--- config.mk ---
export PLATFORM = sky130hd
export DESIGN_NAME = trib_port_ctrl
export DESIGN_NICKNAME = d
export VERILOG_FILES = /design/src/rtl/trib_port_pkg.sv /design/src/rtl/trib_port_mon.sv /design/src/rtl/trib_port_ctrl.sv
export SDC_FILE = /design/constraint.sdc
export NUM_CORES = 1
export LEC_CHECK = 0
export BUFFER_PORTS_ARGS = -buffer_cell sky130_fd_sc_hd__buf_4
export CAP_MARGIN = 20
export CORE_MARGIN = 2
export CORE_UTILIZATION = 25
export DETAILED_ROUTE_END_ITERATION = 10
export GPL_TIMING_DRIVEN = 0
export PLACE_DENSITY = 0.4
export SLEW_MARGIN = 20
export SYNTH_ARGS = -nofsm -noshare
export SYNTH_HDL_FRONTEND = slang
export SYNTH_SLANG_ARGS = --single-unit
--- constraint.sdc ---
create_clock -name core_clk_i -period 3.5 [get_ports core_clk_i]
set_input_delay 0.7 -clock core_clk_i [delete_from_list [all_inputs] [get_ports core_clk_i]]
set_output_delay 0.7 -clock core_clk_i [all_outputs]
set_load 0.005 [all_outputs]
--- src/rtl/trib_port_pkg.sv ---
// constants shared by the tributary port controller and its per-port monitor
// assumes a single 40 MHz clock and a plain address/strobe register port
package trib_port_pkg;

    localparam int          NUM_PORTS      = 8;
    localparam int          CNT_W          = 16;

    // line interface mode codes
    localparam logic [1:0]  MODE_E1_75     = 2'h0;
    localparam logic [1:0]  MODE_E1_120    = 2'h1;
    localparam logic [1:0]  MODE_T1_100    = 2'h2;

    // loopback setting per port, two bits each
    typedef enum logic [1:0] {
        LB_OFF,
        LB_LOCAL,
        LB_REMOTE,
        LB_FAR_REQ
    } loop_sel_t;

    // register byte offsets
    localparam logic [7:0]  MODE_OFS       = 8'h00;
    localparam logic [7:0]  SERVICE_OFS    = 8'h04;
    localparam logic [7:0]  LINECODE_OFS   = 8'h08;
    localparam logic [7:0]  AUTO_AIS_OFS   = 8'h0C;
    localparam logic [7:0]  LOOP_OFS       = 8'h10;
    localparam logic [7:0]  CLEAR_OFS      = 8'h14;
    localparam logic [7:0]  LIVE_OFS       = 8'h18;
    localparam logic [7:0]  IRQ_STAT_OFS   = 8'h1C;
    localparam logic [7:0]  IRQ_MASK_OFS   = 8'h20;
    localparam logic [2:0]  PERF_PAGE      = 3'h2;
    localparam logic [2:0]  UAS_PAGE       = 3'h3;

    // field positions inside the live status word
    localparam int          LIVE_LOS_POS   = 0;
    localparam int          LIVE_AIS_POS   = 8;
    localparam int          LIVE_LCV_POS   = 16;
    localparam int          LIVE_TXF_POS   = 24;

    // reset values
    localparam logic [1:0]  MODE_RST       = 2'h0;
    localparam logic [7:0]  SERVICE_RST    = 8'hFF;
    localparam logic [7:0]  LINECODE_RST   = 8'hFF;
    localparam logic [7:0]  AUTO_AIS_RST   = 8'h00;
    localparam logic [15:0] LOOP_RST       = 16'h0000;
    localparam logic [15:0] IRQ_MASK_RST   = 16'h0000;

    // one-second tick for the unavailable seconds count
    localparam int          CLK_HZ         = 40_000_000;
    localparam int          SEC_TIME_MS    = 1000;
    localparam int          SEC_CYCLES     = CLK_HZ / 1000 * SEC_TIME_MS;

endpackage : trib_port_pkg

--- src/rtl/trib_port_mon.sv ---
// per-port error and unavailable-seconds monitor
// assumes error and alarm inputs synchronous to core_clk_i, sec_tick_i one cycle
`timescale 1ns/1ps
module trib_port_mon (
    input  wire logic                          core_clk_i,
    input  wire logic                          srst_i,
    input  wire logic                          service_i,
    input  wire logic                          los_i,
    input  wire logic                          ais_i,
    input  wire logic                          code_err_i,
    input  wire logic                          sec_tick_i,
    input  wire logic                          clr_perf_i,
    output logic [trib_port_pkg::CNT_W-1:0]    perf_o,
    output logic [trib_port_pkg::CNT_W-1:0]    uas_o,
    output logic                               lcv_o
);
    logic [trib_port_pkg::CNT_W-1:0] perf_reg, perf_next;
    logic [trib_port_pkg::CNT_W-1:0] uas_reg, uas_next;
    logic                            bad_reg, bad_next;
    logic                            lcv_reg, lcv_next;
    logic                            bad_now;

    always_comb begin
        bad_now   = service_i & (los_i | ais_i);
        perf_next = perf_reg;
        if (clr_perf_i) begin
            perf_next = '0;
        end else if (service_i && code_err_i && perf_reg != '1) begin
            perf_next = perf_reg + 1'b1;
        end
        uas_next = uas_reg;
        bad_next = bad_reg | bad_now;
        if (sec_tick_i) begin
            bad_next = bad_now;
            if ((bad_reg | bad_now) && uas_reg != '1) begin
                uas_next = uas_reg + 1'b1;
            end
        end
        // flag holds through the second in which an error was seen
        lcv_next = lcv_reg;
        if (sec_tick_i) begin
            lcv_next = 1'b0;
        end
        if (service_i && code_err_i) begin
            lcv_next = 1'b1;
        end
    end

    always_ff @(posedge core_clk_i) begin
        if (srst_i) begin
            perf_reg <= '0;
            uas_reg  <= '0;
            bad_reg  <= 1'b0;
            lcv_reg  <= 1'b0;
        end else begin
            perf_reg <= perf_next;
            uas_reg  <= uas_next;
            bad_reg  <= bad_next;
            lcv_reg  <= lcv_next;
        end
    end

    assign perf_o = perf_reg;
    assign uas_o  = uas_reg;
    assign lcv_o  = lcv_reg;
endmodule : trib_port_mon

--- src/rtl/trib_port_ctrl.sv ---
// E1/T1 tributary port control: mode, line code, service, auto AIS,
// loopback, alarm status, performance and unavailable-seconds counts
// assumes line interface status inputs synchronous to core_clk_i and a
// register master that never issues read and write strobes together
//
// Added by the designer: the placing of the registers and the address-and-strobe port.
`timescale 1ns/1ps

////////////////////////////////////////////////////////////////////////////////
module trib_port_ctrl #(
    parameter int SEC_CYCLES = trib_port_pkg::SEC_CYCLES
) (
    input  wire logic                              core_clk_i,
    input  wire logic                              srst_i,
    // register port
    input  wire logic [7:0]                        addr_i,
    input  wire logic [31:0]                       wdata_i,
    input  wire logic                              we_i,
    input  wire logic                              re_i,
    output logic      [31:0]                       rdata_o,
    // board strap
    input  wire logic                              coax_model_i,
    // line interface unit status
    input  wire logic [trib_port_pkg::NUM_PORTS-1:0] rx_los_i,
    input  wire logic [trib_port_pkg::NUM_PORTS-1:0] rx_ais_i,
    input  wire logic [trib_port_pkg::NUM_PORTS-1:0] rx_code_err_i,
    input  wire logic [trib_port_pkg::NUM_PORTS-1:0] tx_fault_i,
    // line interface unit control
    output logic      [1:0]                        line_mode_o,
    output logic [trib_port_pkg::NUM_PORTS-1:0]    subst_code_o,
    output logic [trib_port_pkg::NUM_PORTS-1:0]    tx_ais_o,
    output logic [trib_port_pkg::NUM_PORTS-1:0]    local_line_loopback_o,
    output logic [trib_port_pkg::NUM_PORTS-1:0]    remote_line_loopback_o,
    output logic [trib_port_pkg::NUM_PORTS-1:0]    far_loopback_request_o,
    output logic                                   alarm_o,
    output logic                                   irq_o
);
    localparam int N = trib_port_pkg::NUM_PORTS;
    localparam logic [25:0] SEC_LAST = 26'(SEC_CYCLES - 1);

    ////////////////////////////////////////////////////////////////////////////
    // configuration registers
    logic [1:0]    mode_reg, mode_next;
    logic [N-1:0]  service_reg, service_next;
    logic [N-1:0]  linecode_reg, linecode_next;
    logic [N-1:0]  auto_ais_reg, auto_ais_next;
    logic [2*N-1:0] loop_reg, loop_next;
    logic [15:0]   irq_mask_reg, irq_mask_next;
    logic [N-1:0]  clr_perf_reg, clr_perf_next;
    logic          coax_reg;
    logic          wr_mode;

    always_comb begin
        mode_next     = mode_reg;
        service_next  = service_reg;
        linecode_next = linecode_reg;
        auto_ais_next = auto_ais_reg;
        loop_next     = loop_reg;
        irq_mask_next = irq_mask_reg;
        clr_perf_next = '0;
        wr_mode       = we_i && addr_i == trib_port_pkg::MODE_OFS;
        if (coax_reg) begin
            mode_next = trib_port_pkg::MODE_E1_75;
        end else if (wr_mode && wdata_i[1:0] != 2'h3) begin
            mode_next = wdata_i[1:0];
        end
        if (we_i) begin
            case (addr_i)
                trib_port_pkg::SERVICE_OFS:  service_next  = wdata_i[N-1:0];
                trib_port_pkg::LINECODE_OFS: linecode_next = wdata_i[N-1:0];
                trib_port_pkg::AUTO_AIS_OFS: auto_ais_next = wdata_i[N-1:0];
                trib_port_pkg::LOOP_OFS:     loop_next     = wdata_i[2*N-1:0];
                trib_port_pkg::IRQ_MASK_OFS: irq_mask_next = wdata_i[15:0];
                trib_port_pkg::CLEAR_OFS:    clr_perf_next = wdata_i[N-1:0];
                default: ;
            endcase
        end
    end

    always_ff @(posedge core_clk_i) begin
        if (srst_i) begin
            mode_reg     <= trib_port_pkg::MODE_RST;
            service_reg  <= trib_port_pkg::SERVICE_RST;
            linecode_reg <= trib_port_pkg::LINECODE_RST;
            auto_ais_reg <= trib_port_pkg::AUTO_AIS_RST;
            loop_reg     <= trib_port_pkg::LOOP_RST;
            irq_mask_reg <= trib_port_pkg::IRQ_MASK_RST;
            clr_perf_reg <= '0;
            coax_reg     <= 1'b0;
        end else begin
            mode_reg     <= mode_next;
            service_reg  <= service_next;
            linecode_reg <= linecode_next;
            auto_ais_reg <= auto_ais_next;
            loop_reg     <= loop_next;
            irq_mask_reg <= irq_mask_next;
            clr_perf_reg <= clr_perf_next;
            coax_reg     <= coax_model_i;
        end
    end

    ////////////////////////////////////////////////////////////////////////////
    // one-second tick
    logic [25:0] sec_cnt_reg, sec_cnt_next;
    logic        sec_tick;

    always_comb begin
        sec_tick     = sec_cnt_reg == SEC_LAST;
        sec_cnt_next = sec_tick ? '0 : sec_cnt_reg + 1'b1;
    end

    always_ff @(posedge core_clk_i) begin
        if (srst_i) begin
            sec_cnt_reg <= '0;
        end else begin
            sec_cnt_reg <= sec_cnt_next;
        end
    end

    ////////////////////////////////////////////////////////////////////////////
    // per-port monitors
    logic [trib_port_pkg::CNT_W-1:0] perf_cnt [N];
    logic [trib_port_pkg::CNT_W-1:0] uas_cnt  [N];
    logic [N-1:0]                    lcv_flag;

    for (genvar p = 0; p < N; p++) begin : g_port
        trib_port_mon u_mon (
            .core_clk_i (core_clk_i),
            .srst_i     (srst_i),
            .service_i  (service_reg[p]),
            .los_i      (rx_los_i[p]),
            .ais_i      (rx_ais_i[p]),
            .code_err_i (rx_code_err_i[p]),
            .sec_tick_i (sec_tick),
            .clr_perf_i (clr_perf_reg[p]),
            .perf_o     (perf_cnt[p]),
            .uas_o      (uas_cnt[p]),
            .lcv_o      (lcv_flag[p])
        );
    end

    ////////////////////////////////////////////////////////////////////////////
    // live status, line interface controls and alarm
    logic [31:0]  live_reg, live_next;
    logic [N-1:0] tx_ais_reg, tx_ais_next;
    logic [N-1:0] lloop_reg, lloop_next;
    logic [N-1:0] rloop_reg, rloop_next;
    logic [N-1:0] floop_reg, floop_next;
    logic [N-1:0] subst_reg;
    logic [1:0]   line_mode_reg;
    logic         alarm_reg, alarm_next;
    trib_port_pkg::loop_sel_t sel;

    always_comb begin
        live_next = '0;
        sel       = trib_port_pkg::LB_OFF;
        for (int i = 0; i < N; i++) begin
            live_next[trib_port_pkg::LIVE_LOS_POS + i] = rx_los_i[i];
            live_next[trib_port_pkg::LIVE_AIS_POS + i] = rx_ais_i[i];
            live_next[trib_port_pkg::LIVE_LCV_POS + i] = lcv_flag[i];
            live_next[trib_port_pkg::LIVE_TXF_POS + i] = tx_fault_i[i];
            tx_ais_next[i] = service_reg[i] & auto_ais_reg[i] & rx_los_i[i];
            // only the loop field steers the paths, so off restores them
            sel           = trib_port_pkg::loop_sel_t'(loop_reg[2*i +: 2]);
            lloop_next[i] = sel == trib_port_pkg::LB_LOCAL;
            rloop_next[i] = sel == trib_port_pkg::LB_REMOTE;
            floop_next[i] = sel == trib_port_pkg::LB_FAR_REQ;
        end
        alarm_next = |(service_reg & rx_los_i);
    end

    always_ff @(posedge core_clk_i) begin
        if (srst_i) begin
            live_reg      <= '0;
            tx_ais_reg    <= '0;
            lloop_reg     <= '0;
            rloop_reg     <= '0;
            floop_reg     <= '0;
            subst_reg     <= trib_port_pkg::LINECODE_RST;
            line_mode_reg <= trib_port_pkg::MODE_RST;
            alarm_reg     <= 1'b0;
        end else begin
            live_reg      <= live_next;
            tx_ais_reg    <= tx_ais_next;
            lloop_reg     <= lloop_next;
            rloop_reg     <= rloop_next;
            floop_reg     <= floop_next;
            subst_reg     <= linecode_reg;
            line_mode_reg <= mode_reg;
            alarm_reg     <= alarm_next;
        end
    end

    ////////////////////////////////////////////////////////////////////////////
    // interrupts: [7:0] loss of signal rising, [15:8] violation rising
    logic [15:0] irq_stat_reg, irq_stat_next;
    logic [N-1:0] los_prev_reg, lcv_prev_reg;
    logic [15:0] irq_set;
    logic        irq_reg, irq_next;

    always_comb begin
        irq_set       = {lcv_flag & ~lcv_prev_reg, rx_los_i & ~los_prev_reg & service_reg};
        irq_stat_next = irq_stat_reg;
        if (we_i && addr_i == trib_port_pkg::IRQ_STAT_OFS) begin
            irq_stat_next = irq_stat_reg & ~wdata_i[15:0];
        end
        // a new event wins over a clear in the same cycle
        irq_stat_next = irq_stat_next | irq_set;
        irq_next      = |(irq_stat_next & irq_mask_next);
    end

    always_ff @(posedge core_clk_i) begin
        if (srst_i) begin
            irq_stat_reg <= '0;
            los_prev_reg <= '0;
            lcv_prev_reg <= '0;
            irq_reg      <= 1'b0;
        end else begin
            irq_stat_reg <= irq_stat_next;
            los_prev_reg <= rx_los_i;
            lcv_prev_reg <= lcv_flag;
            irq_reg      <= irq_next;
        end
    end

    ////////////////////////////////////////////////////////////////////////////
    // register read port, data one cycle after the strobe
    logic [31:0] rdata_reg, rdata_next;

    always_comb begin
        rdata_next = '0;
        if (re_i) begin
            case (addr_i)
                trib_port_pkg::MODE_OFS:     rdata_next = {30'h0, mode_reg};
                trib_port_pkg::SERVICE_OFS:  rdata_next = {24'h0, service_reg};
                trib_port_pkg::LINECODE_OFS: rdata_next = {24'h0, linecode_reg};
                trib_port_pkg::AUTO_AIS_OFS: rdata_next = {24'h0, auto_ais_reg};
                trib_port_pkg::LOOP_OFS:     rdata_next = {16'h0, loop_reg};
                trib_port_pkg::LIVE_OFS:     rdata_next = live_reg;
                trib_port_pkg::IRQ_STAT_OFS: rdata_next = {16'h0, irq_stat_reg};
                trib_port_pkg::IRQ_MASK_OFS: rdata_next = {16'h0, irq_mask_reg};
                default: begin
                    if (addr_i[7:5] == trib_port_pkg::PERF_PAGE && addr_i[1:0] == 2'h0) begin
                        rdata_next = {16'h0, perf_cnt[addr_i[4:2]]};
                    end else if (addr_i[7:5] == trib_port_pkg::UAS_PAGE
                                 && addr_i[1:0] == 2'h0) begin
                        rdata_next = {14'h0, mode_reg, uas_cnt[addr_i[4:2]]};
                    end
                end
            endcase
        end
    end

    always_ff @(posedge core_clk_i) begin
        if (srst_i) begin
            rdata_reg <= '0;
        end else begin
            rdata_reg <= rdata_next;
        end
    end

    assign rdata_o                = rdata_reg;
    assign line_mode_o            = line_mode_reg;
    assign subst_code_o           = subst_reg;
    assign tx_ais_o               = tx_ais_reg;
    assign local_line_loopback_o  = lloop_reg;
    assign remote_line_loopback_o = rloop_reg;
    assign far_loopback_request_o = floop_reg;
    assign alarm_o                = alarm_reg;
    assign irq_o                  = irq_reg;
endmodule : trib_port_ctrl

# [Word level (Yosys, flattened, before mapping)]
# Index checks and enable logic that the tools add are counted.
[word_totals] register_bits=505 latch_bits=0 ram_bits=0 mem_bits_ro=0 input_bits=77 out_inout_bits=76 memories=0
[op_classes] addsub=17 mul=0 div=0 magnitude_cmp=1 eq_ne=52 shifts=0 n_mux=29 n_bitwise=54 n_reduce_logical=65
[ops] cell="16-bit by 1-bit adder with 16-bit output, second input constant" n=16
[ops] cell="16-bit != test, second input constant" n=16
[ops] cell="32-bit case mux with 8 select lines" n=1
[ops] cell="16-bit 2-to-1 mux" n=7
[ops] cell="16-bit binary-select mux with 3-bit select" n=2
[ops] cell="18-bit 2-to-1 mux" n=2
[ops] cell="16-bit AND" n=2
[ops] cell="8-bit AND" n=4
[ops] cell="2-bit equality test, second input constant" n=16
[ops] cell="8-bit by 5-bit equality test with 1-bit output, second input constant" n=4
[ops] cell="1-bit logical AND" n=29
[ops] cell="26-bit by 1-bit adder with 26-bit output, second input constant" n=1
[ops] cell="26-bit equality test, second input constant" n=1
[ops] cell="1-bit AND" n=24
[ops] cell="2-bit AND reduction" n=12
[ops] cell="2-bit OR reduction" n=11
[ops] cell="1-bit 2-to-1 mux" n=17
[ops] cell="2-bit by 1-bit equality test with 1-bit output, second input constant" n=8
[ops] cell="8-bit by 4-bit equality test with 1-bit output, second input constant" n=2
[ops] cell="16-bit inverter" n=1
[ops] cell="8-bit inverter" n=2
[ops] cell="1-bit OR" n=16
[ops] cell="16-bit OR" n=1
[ops] cell="2-bit nonzero test" n=8
[ops] cell="other kinds (12)" n=15

# [Depth between registers and ports, before layout]
[logic_depth] depth_word=7 mapped_depth=9

# [Modules after synthesis]
# Synthesis repeated with hierarchy kept, for this count alone.
[unflattened] cells_unflattened=2573 area_unflattened_um2=24808.8
[modules_own_cells] mod="trib_port_mon (g_port[0].u_mon ...)" n_inst=7 cells_per_inst=201 area_per_inst_um2=1870.5 seq_area_each_um2=680.7
[modules_own_cells] mod="trib_port_ctrl" n_inst=1 cells_per_inst=963 area_per_inst_um2=9913.3 seq_area_each_um2=4344.2
[modules_own_cells] mod="trib_port_mon (g_port[7].u_mon)" n_inst=1 cells_per_inst=203 area_per_inst_um2=1801.7 seq_area_each_um2=680.7

# [Worst setup path before layout]
# No wires, ideal clock.
[synth_path] kind="input port to flip-flop" startpoint="input port addr_i[3]" endpoint="register rdata_reg[15], in the netlist rdata_o[15]" t_arrival_ns=2.573 t_required_ns=3.368 path_slack_ns=0.795 cell_stages=7 n_path_buf=3 path_cell_list="clkbuf_1 -> buf_2 -> buf_2 -> mux4_2 -> mux4_2 -> nand2_1 -> a21oi_1"
[synth_between] elab_chain_len=7 elab_cells_between_ends=18
[synth_lines] item="from (decl)" line_no="trib_port_ctrl.sv:16" rtl="input wire logic [7:0] addr_i,"
[synth_lines] item="3-bit inverter with 4-bit output (implied by the code)" line_no="trib_port_ctrl.sv:244, trib_port_ctrl.sv:247"
[synth_lines] item="16-bit binary-select mux with 3-bit select" line_no="trib_port_ctrl.sv:247" rtl="rdata_next = {14'h0, mode_reg, uas_cnt[addr_i[4:2]]};"
[synth_lines] item="16-bit 2-to-1 mux (implied by the code) (2 in series)" line_no="trib_port_ctrl.sv:247"
[synth_lines] item="18-bit 2-to-1 mux" line_no="trib_port_ctrl.sv:245" rtl="end else if (addr_i[7:5] == trib_port_pkg::UAS_PAGE"
[synth_lines] item="18-bit 2-to-1 mux" line_no="trib_port_ctrl.sv:243" rtl="if (addr_i[7:5] == trib_port_pkg::PERF_PAGE && addr_i[1:0] == 2'h0) begin"
[synth_lines] item="32-bit case mux with 8 select lines *" line_no="trib_port_ctrl.sv:233" rtl="case (addr_i)"
[synth_lines] item="to (signal assigned)" line_no="trib_port_ctrl.sv:258" rtl="rdata_reg <= rdata_next;"
[synth_lines] item="to (decl)" line_no="trib_port_ctrl.sv:228" rtl="logic [31:0] rdata_reg, rdata_next;"
# Every way passes the cells marked *; elsewhere a longest branch is shown, timed or not. The select of a mux whose other input is x is not followed.
# A chain may end at the register's enable or synchronous reset.

# [Final worst setup path]
[layout_path] startpoint="input port addr_i[3]" endpoint="register rdata_reg[8], in the netlist rdata_o[8]"
# Same word-level chain as after synthesis.

==> run metrics <==
Compound-Gate Fraction of Synth Area=0.0861; Final setup viols=0; Synth area leaders=dfxtp_1 (44%), mux4_2 (8.3%), nor2_1 (4.7%); ratio of cells with drive above 1 in the final layout=0.143; worst hold slack=0.301 ns; Synth cell types=67; CTS Hold Buffers Added=0; delay-heaviest family, CP=buffers and inverters; Boundary Pins=153; first-pass GRT wire length=approximately 120000 um; Synth top area share=0.439; initial antenna violation count=2; Post-Synth Simple-Gate Area=0.257; filler cell count=9244; worst clock skew=0.0304 ns; worst vdd ir=378 uV; drt total wl=83500 um; non-filler cells, final=roughly 3.8k; CP peak stage delay=0.52 ns; Synth Register Bits=489; Final nets=about 2.7k; max-cap violations=0; multiplexer share of the synthesized area=0.109; unrepaired setup endpoints after global routing=false; Slew @ Worst Pin=1.15 ns; fmax=between 300 and 400 MHz; leading area contributor after synthesis=dfxtp_1; Top FF cell, synth=dfxtp_1; Post-Synthesis Net Count=2521; Pwr Density=479 mW/mm2; Pleak=0.00943 uW; Row Count=about 110; Setup CP Type=primary input to flop; die area=~0.092 mm2; Crit-path slowest cell=mux4_2; most frequent CP cell=buf_2; Hold WC Path Type=primary input to flop; min cycle time layout=3.18 ns; setup bufs post-CTS=0; routability-driven placement congestion ratio=0.911; remaining antenna violation count after routing=0; routed vias=19.1k; Avg Inst Size Synth=9.20 um2; worst skew pair latency=between 0.6 and 0.7 ns; Cell Chain, Critical Path=clkbuf_1 > buf_2 > buf_2 > buf_2 > mux4_2 > mux4_2 > nand2_1 > a21oi_1; CTS tree=done; Port Buffers=133; CTS Buffer Depth=3; Final Max Slew Viols=0; largest net degree at the start of global routing=16; Post-synth EDFFs=0; die height=303 um; crit path DAT=~3.6 ns; Critical Path Sink Type=flop; critical path fanouts, max=10; Worst-path clk slew=0.06 ns; initial DRC count=1552; Area Overhead vs Synth=20.3%; xor/xnor share of the synthesized area=0.0710; dpl hpwl=~65000 um; slew margin rel.=0.235; Startpoint Class=primary input; # H-tree levels=2; Die W=303 um; wire per inst=21.8 um; Initial Utilization=0.253; Final Hold Viols=0; status=finished clean; drt pass-1 iters=8; post-CTS sizing=0; clock sinks=489; Bufs and invs on worst path=4; global route total overflow=0; vias in the first global route=18.3k; Mapped Cells=2427; placed cells=3727; Req. time, crit path=3.96 ns; GR Util All Layers=0.180; vias per std cell=4.97; DRC=0; Clock Tree Root=clkbuf_16; Synth async-reset ratio=0; largest family of logic cells by synthesized area=simple AND/OR/NAND/NOR gates; Post-Syn Area=roughly 0.022 mm2; adder-cell share of the synthesized area=0.00953; final period utilization=0.909; Synth Warn #=0; CTS buffer count=between 50 and 60; Core ar.=0.0884 mm2; post-synthesis sequential area ratio=0.439
layer usage:
metal,global-route usage,part of all wire,wire length [um]
met2,0.304,0.47,39600
met1,0.241,0.45,37400
met4,0.0503,0.026,2160
met5,0,0,0
met3,0.0213,0.051,4260
where the power goes:
part	total, uW	switching [uW]	internal [uW]
Combinational	645	422	222
Sequential	5710	63.7	5640
Clock	6510	2530	3980
layout make-up:
class | count | area [um2] | area share
timing repair buffer | 135 | 1010 | 0.0375
antenna | 3 | 7.51 | 0.000280
sequential | 489 | 9790 | 0.365
buffer | 121 | 485 | 0.0181
multi-input combinational | 1776 | 11900 | 0.443
tap | 1165 | 1460 | 0.0543
inverter | 41 | 154 | 0.00573
clock inverter | 23 | 369 | 0.0137
clock buffer | 84 | 1680 | 0.0625
kinds of logic after synthesis:
logic type | after synthesis
buffers and inverters | 162
AO/OA/AOI/OAI | 324
multiplexers | 140
flip-flops | 489
XOR/XNOR | 181
AND/OR/NAND/NOR | 1114
adder cells (fa/ha/maj) | 17
final timing paths:
| path | start | endpoint | depth (start not counted) | slack (ns) |
|---|---|---|---|---|
| hold reg to reg | live_reg[29]$_SDFF_PP0_ | rdata_o[29]$_SDFF_PP0_ | 1 | 0.42 |
| setup / recovery | addr_i[3] | rdata_o[8]$_SDFF_PP0_ | 8 | 0.32 |
| setup reg to reg | service_reg[6]$_SDFFE_PP1P_ | g_port[6].u_mon.uas_o[15]$_SDFFE_PP0P_ | 5 | 0.38 |
| hold / removal | tx_fault_i[7] | live_reg[31]$_SDFF_PP0_ | 2 | 0.30 |
synth_stat cells, drive strengths merged (3+ instances only):
cell type and instances:
nand2 223, nor4 33, a31oi 15, a21boi 4, nor3b 28, mux2i 46, and3 41, nor2 280
a222oi 8, nand3b 9, o211ai 5, o21ba 3, buf 33, nor3 49, clkbuf 88, nand4b 3
o311ai 3, a22oi 8, or3 83, nand2b 17, mux2 12, xnor2 98, a22o 17, or4 6
xor2 83, nor2b 49, nand3 112, ha 17, and4 24, a21oi 129, o41ai 7, nor4b 6
or2 19, o21bai 3, dfxtp 489, and3b 9, and2 35, mux4 82, nand4 85, o21ai 103
inv 41
stage by stage:
step                      total power (uW)  utilization  worst slack, ns  cell area, um2  setup TNS (ns)
after floorplan                       6160            -            0.795           22300               0
after global placement                6470        0.280           -0.301           24800          -23.99
after detailed placement              6480        0.281           -0.407           24800          -34.44
after CTS                            13000        0.304            0.263           26800               0
after global routing                 13300        0.304            0.186           26800               0
final                                12900        0.304            0.319           26900               0
cell usage in the layout (no fill, tap or decap), drive strengths merged, types with 15 or more instances in the layout:
cell and n:
a21oi 129, or2 19, and2 35, dfxtp 489, or3 83, a31oi 15, nor3 49, clkbuf 172
a22o 17, and4 24, inv 42, xnor2 98, mux4 82, nand2b 17, nand4 85, xor2 83
nor3b 28, o21ai 103, and3 41, ha 17, buf 168, mux2i 46, nand2 223, nor2b 49
nor2 280, nand3 112, nor4 33
Power figures use the tool's default switching activity.
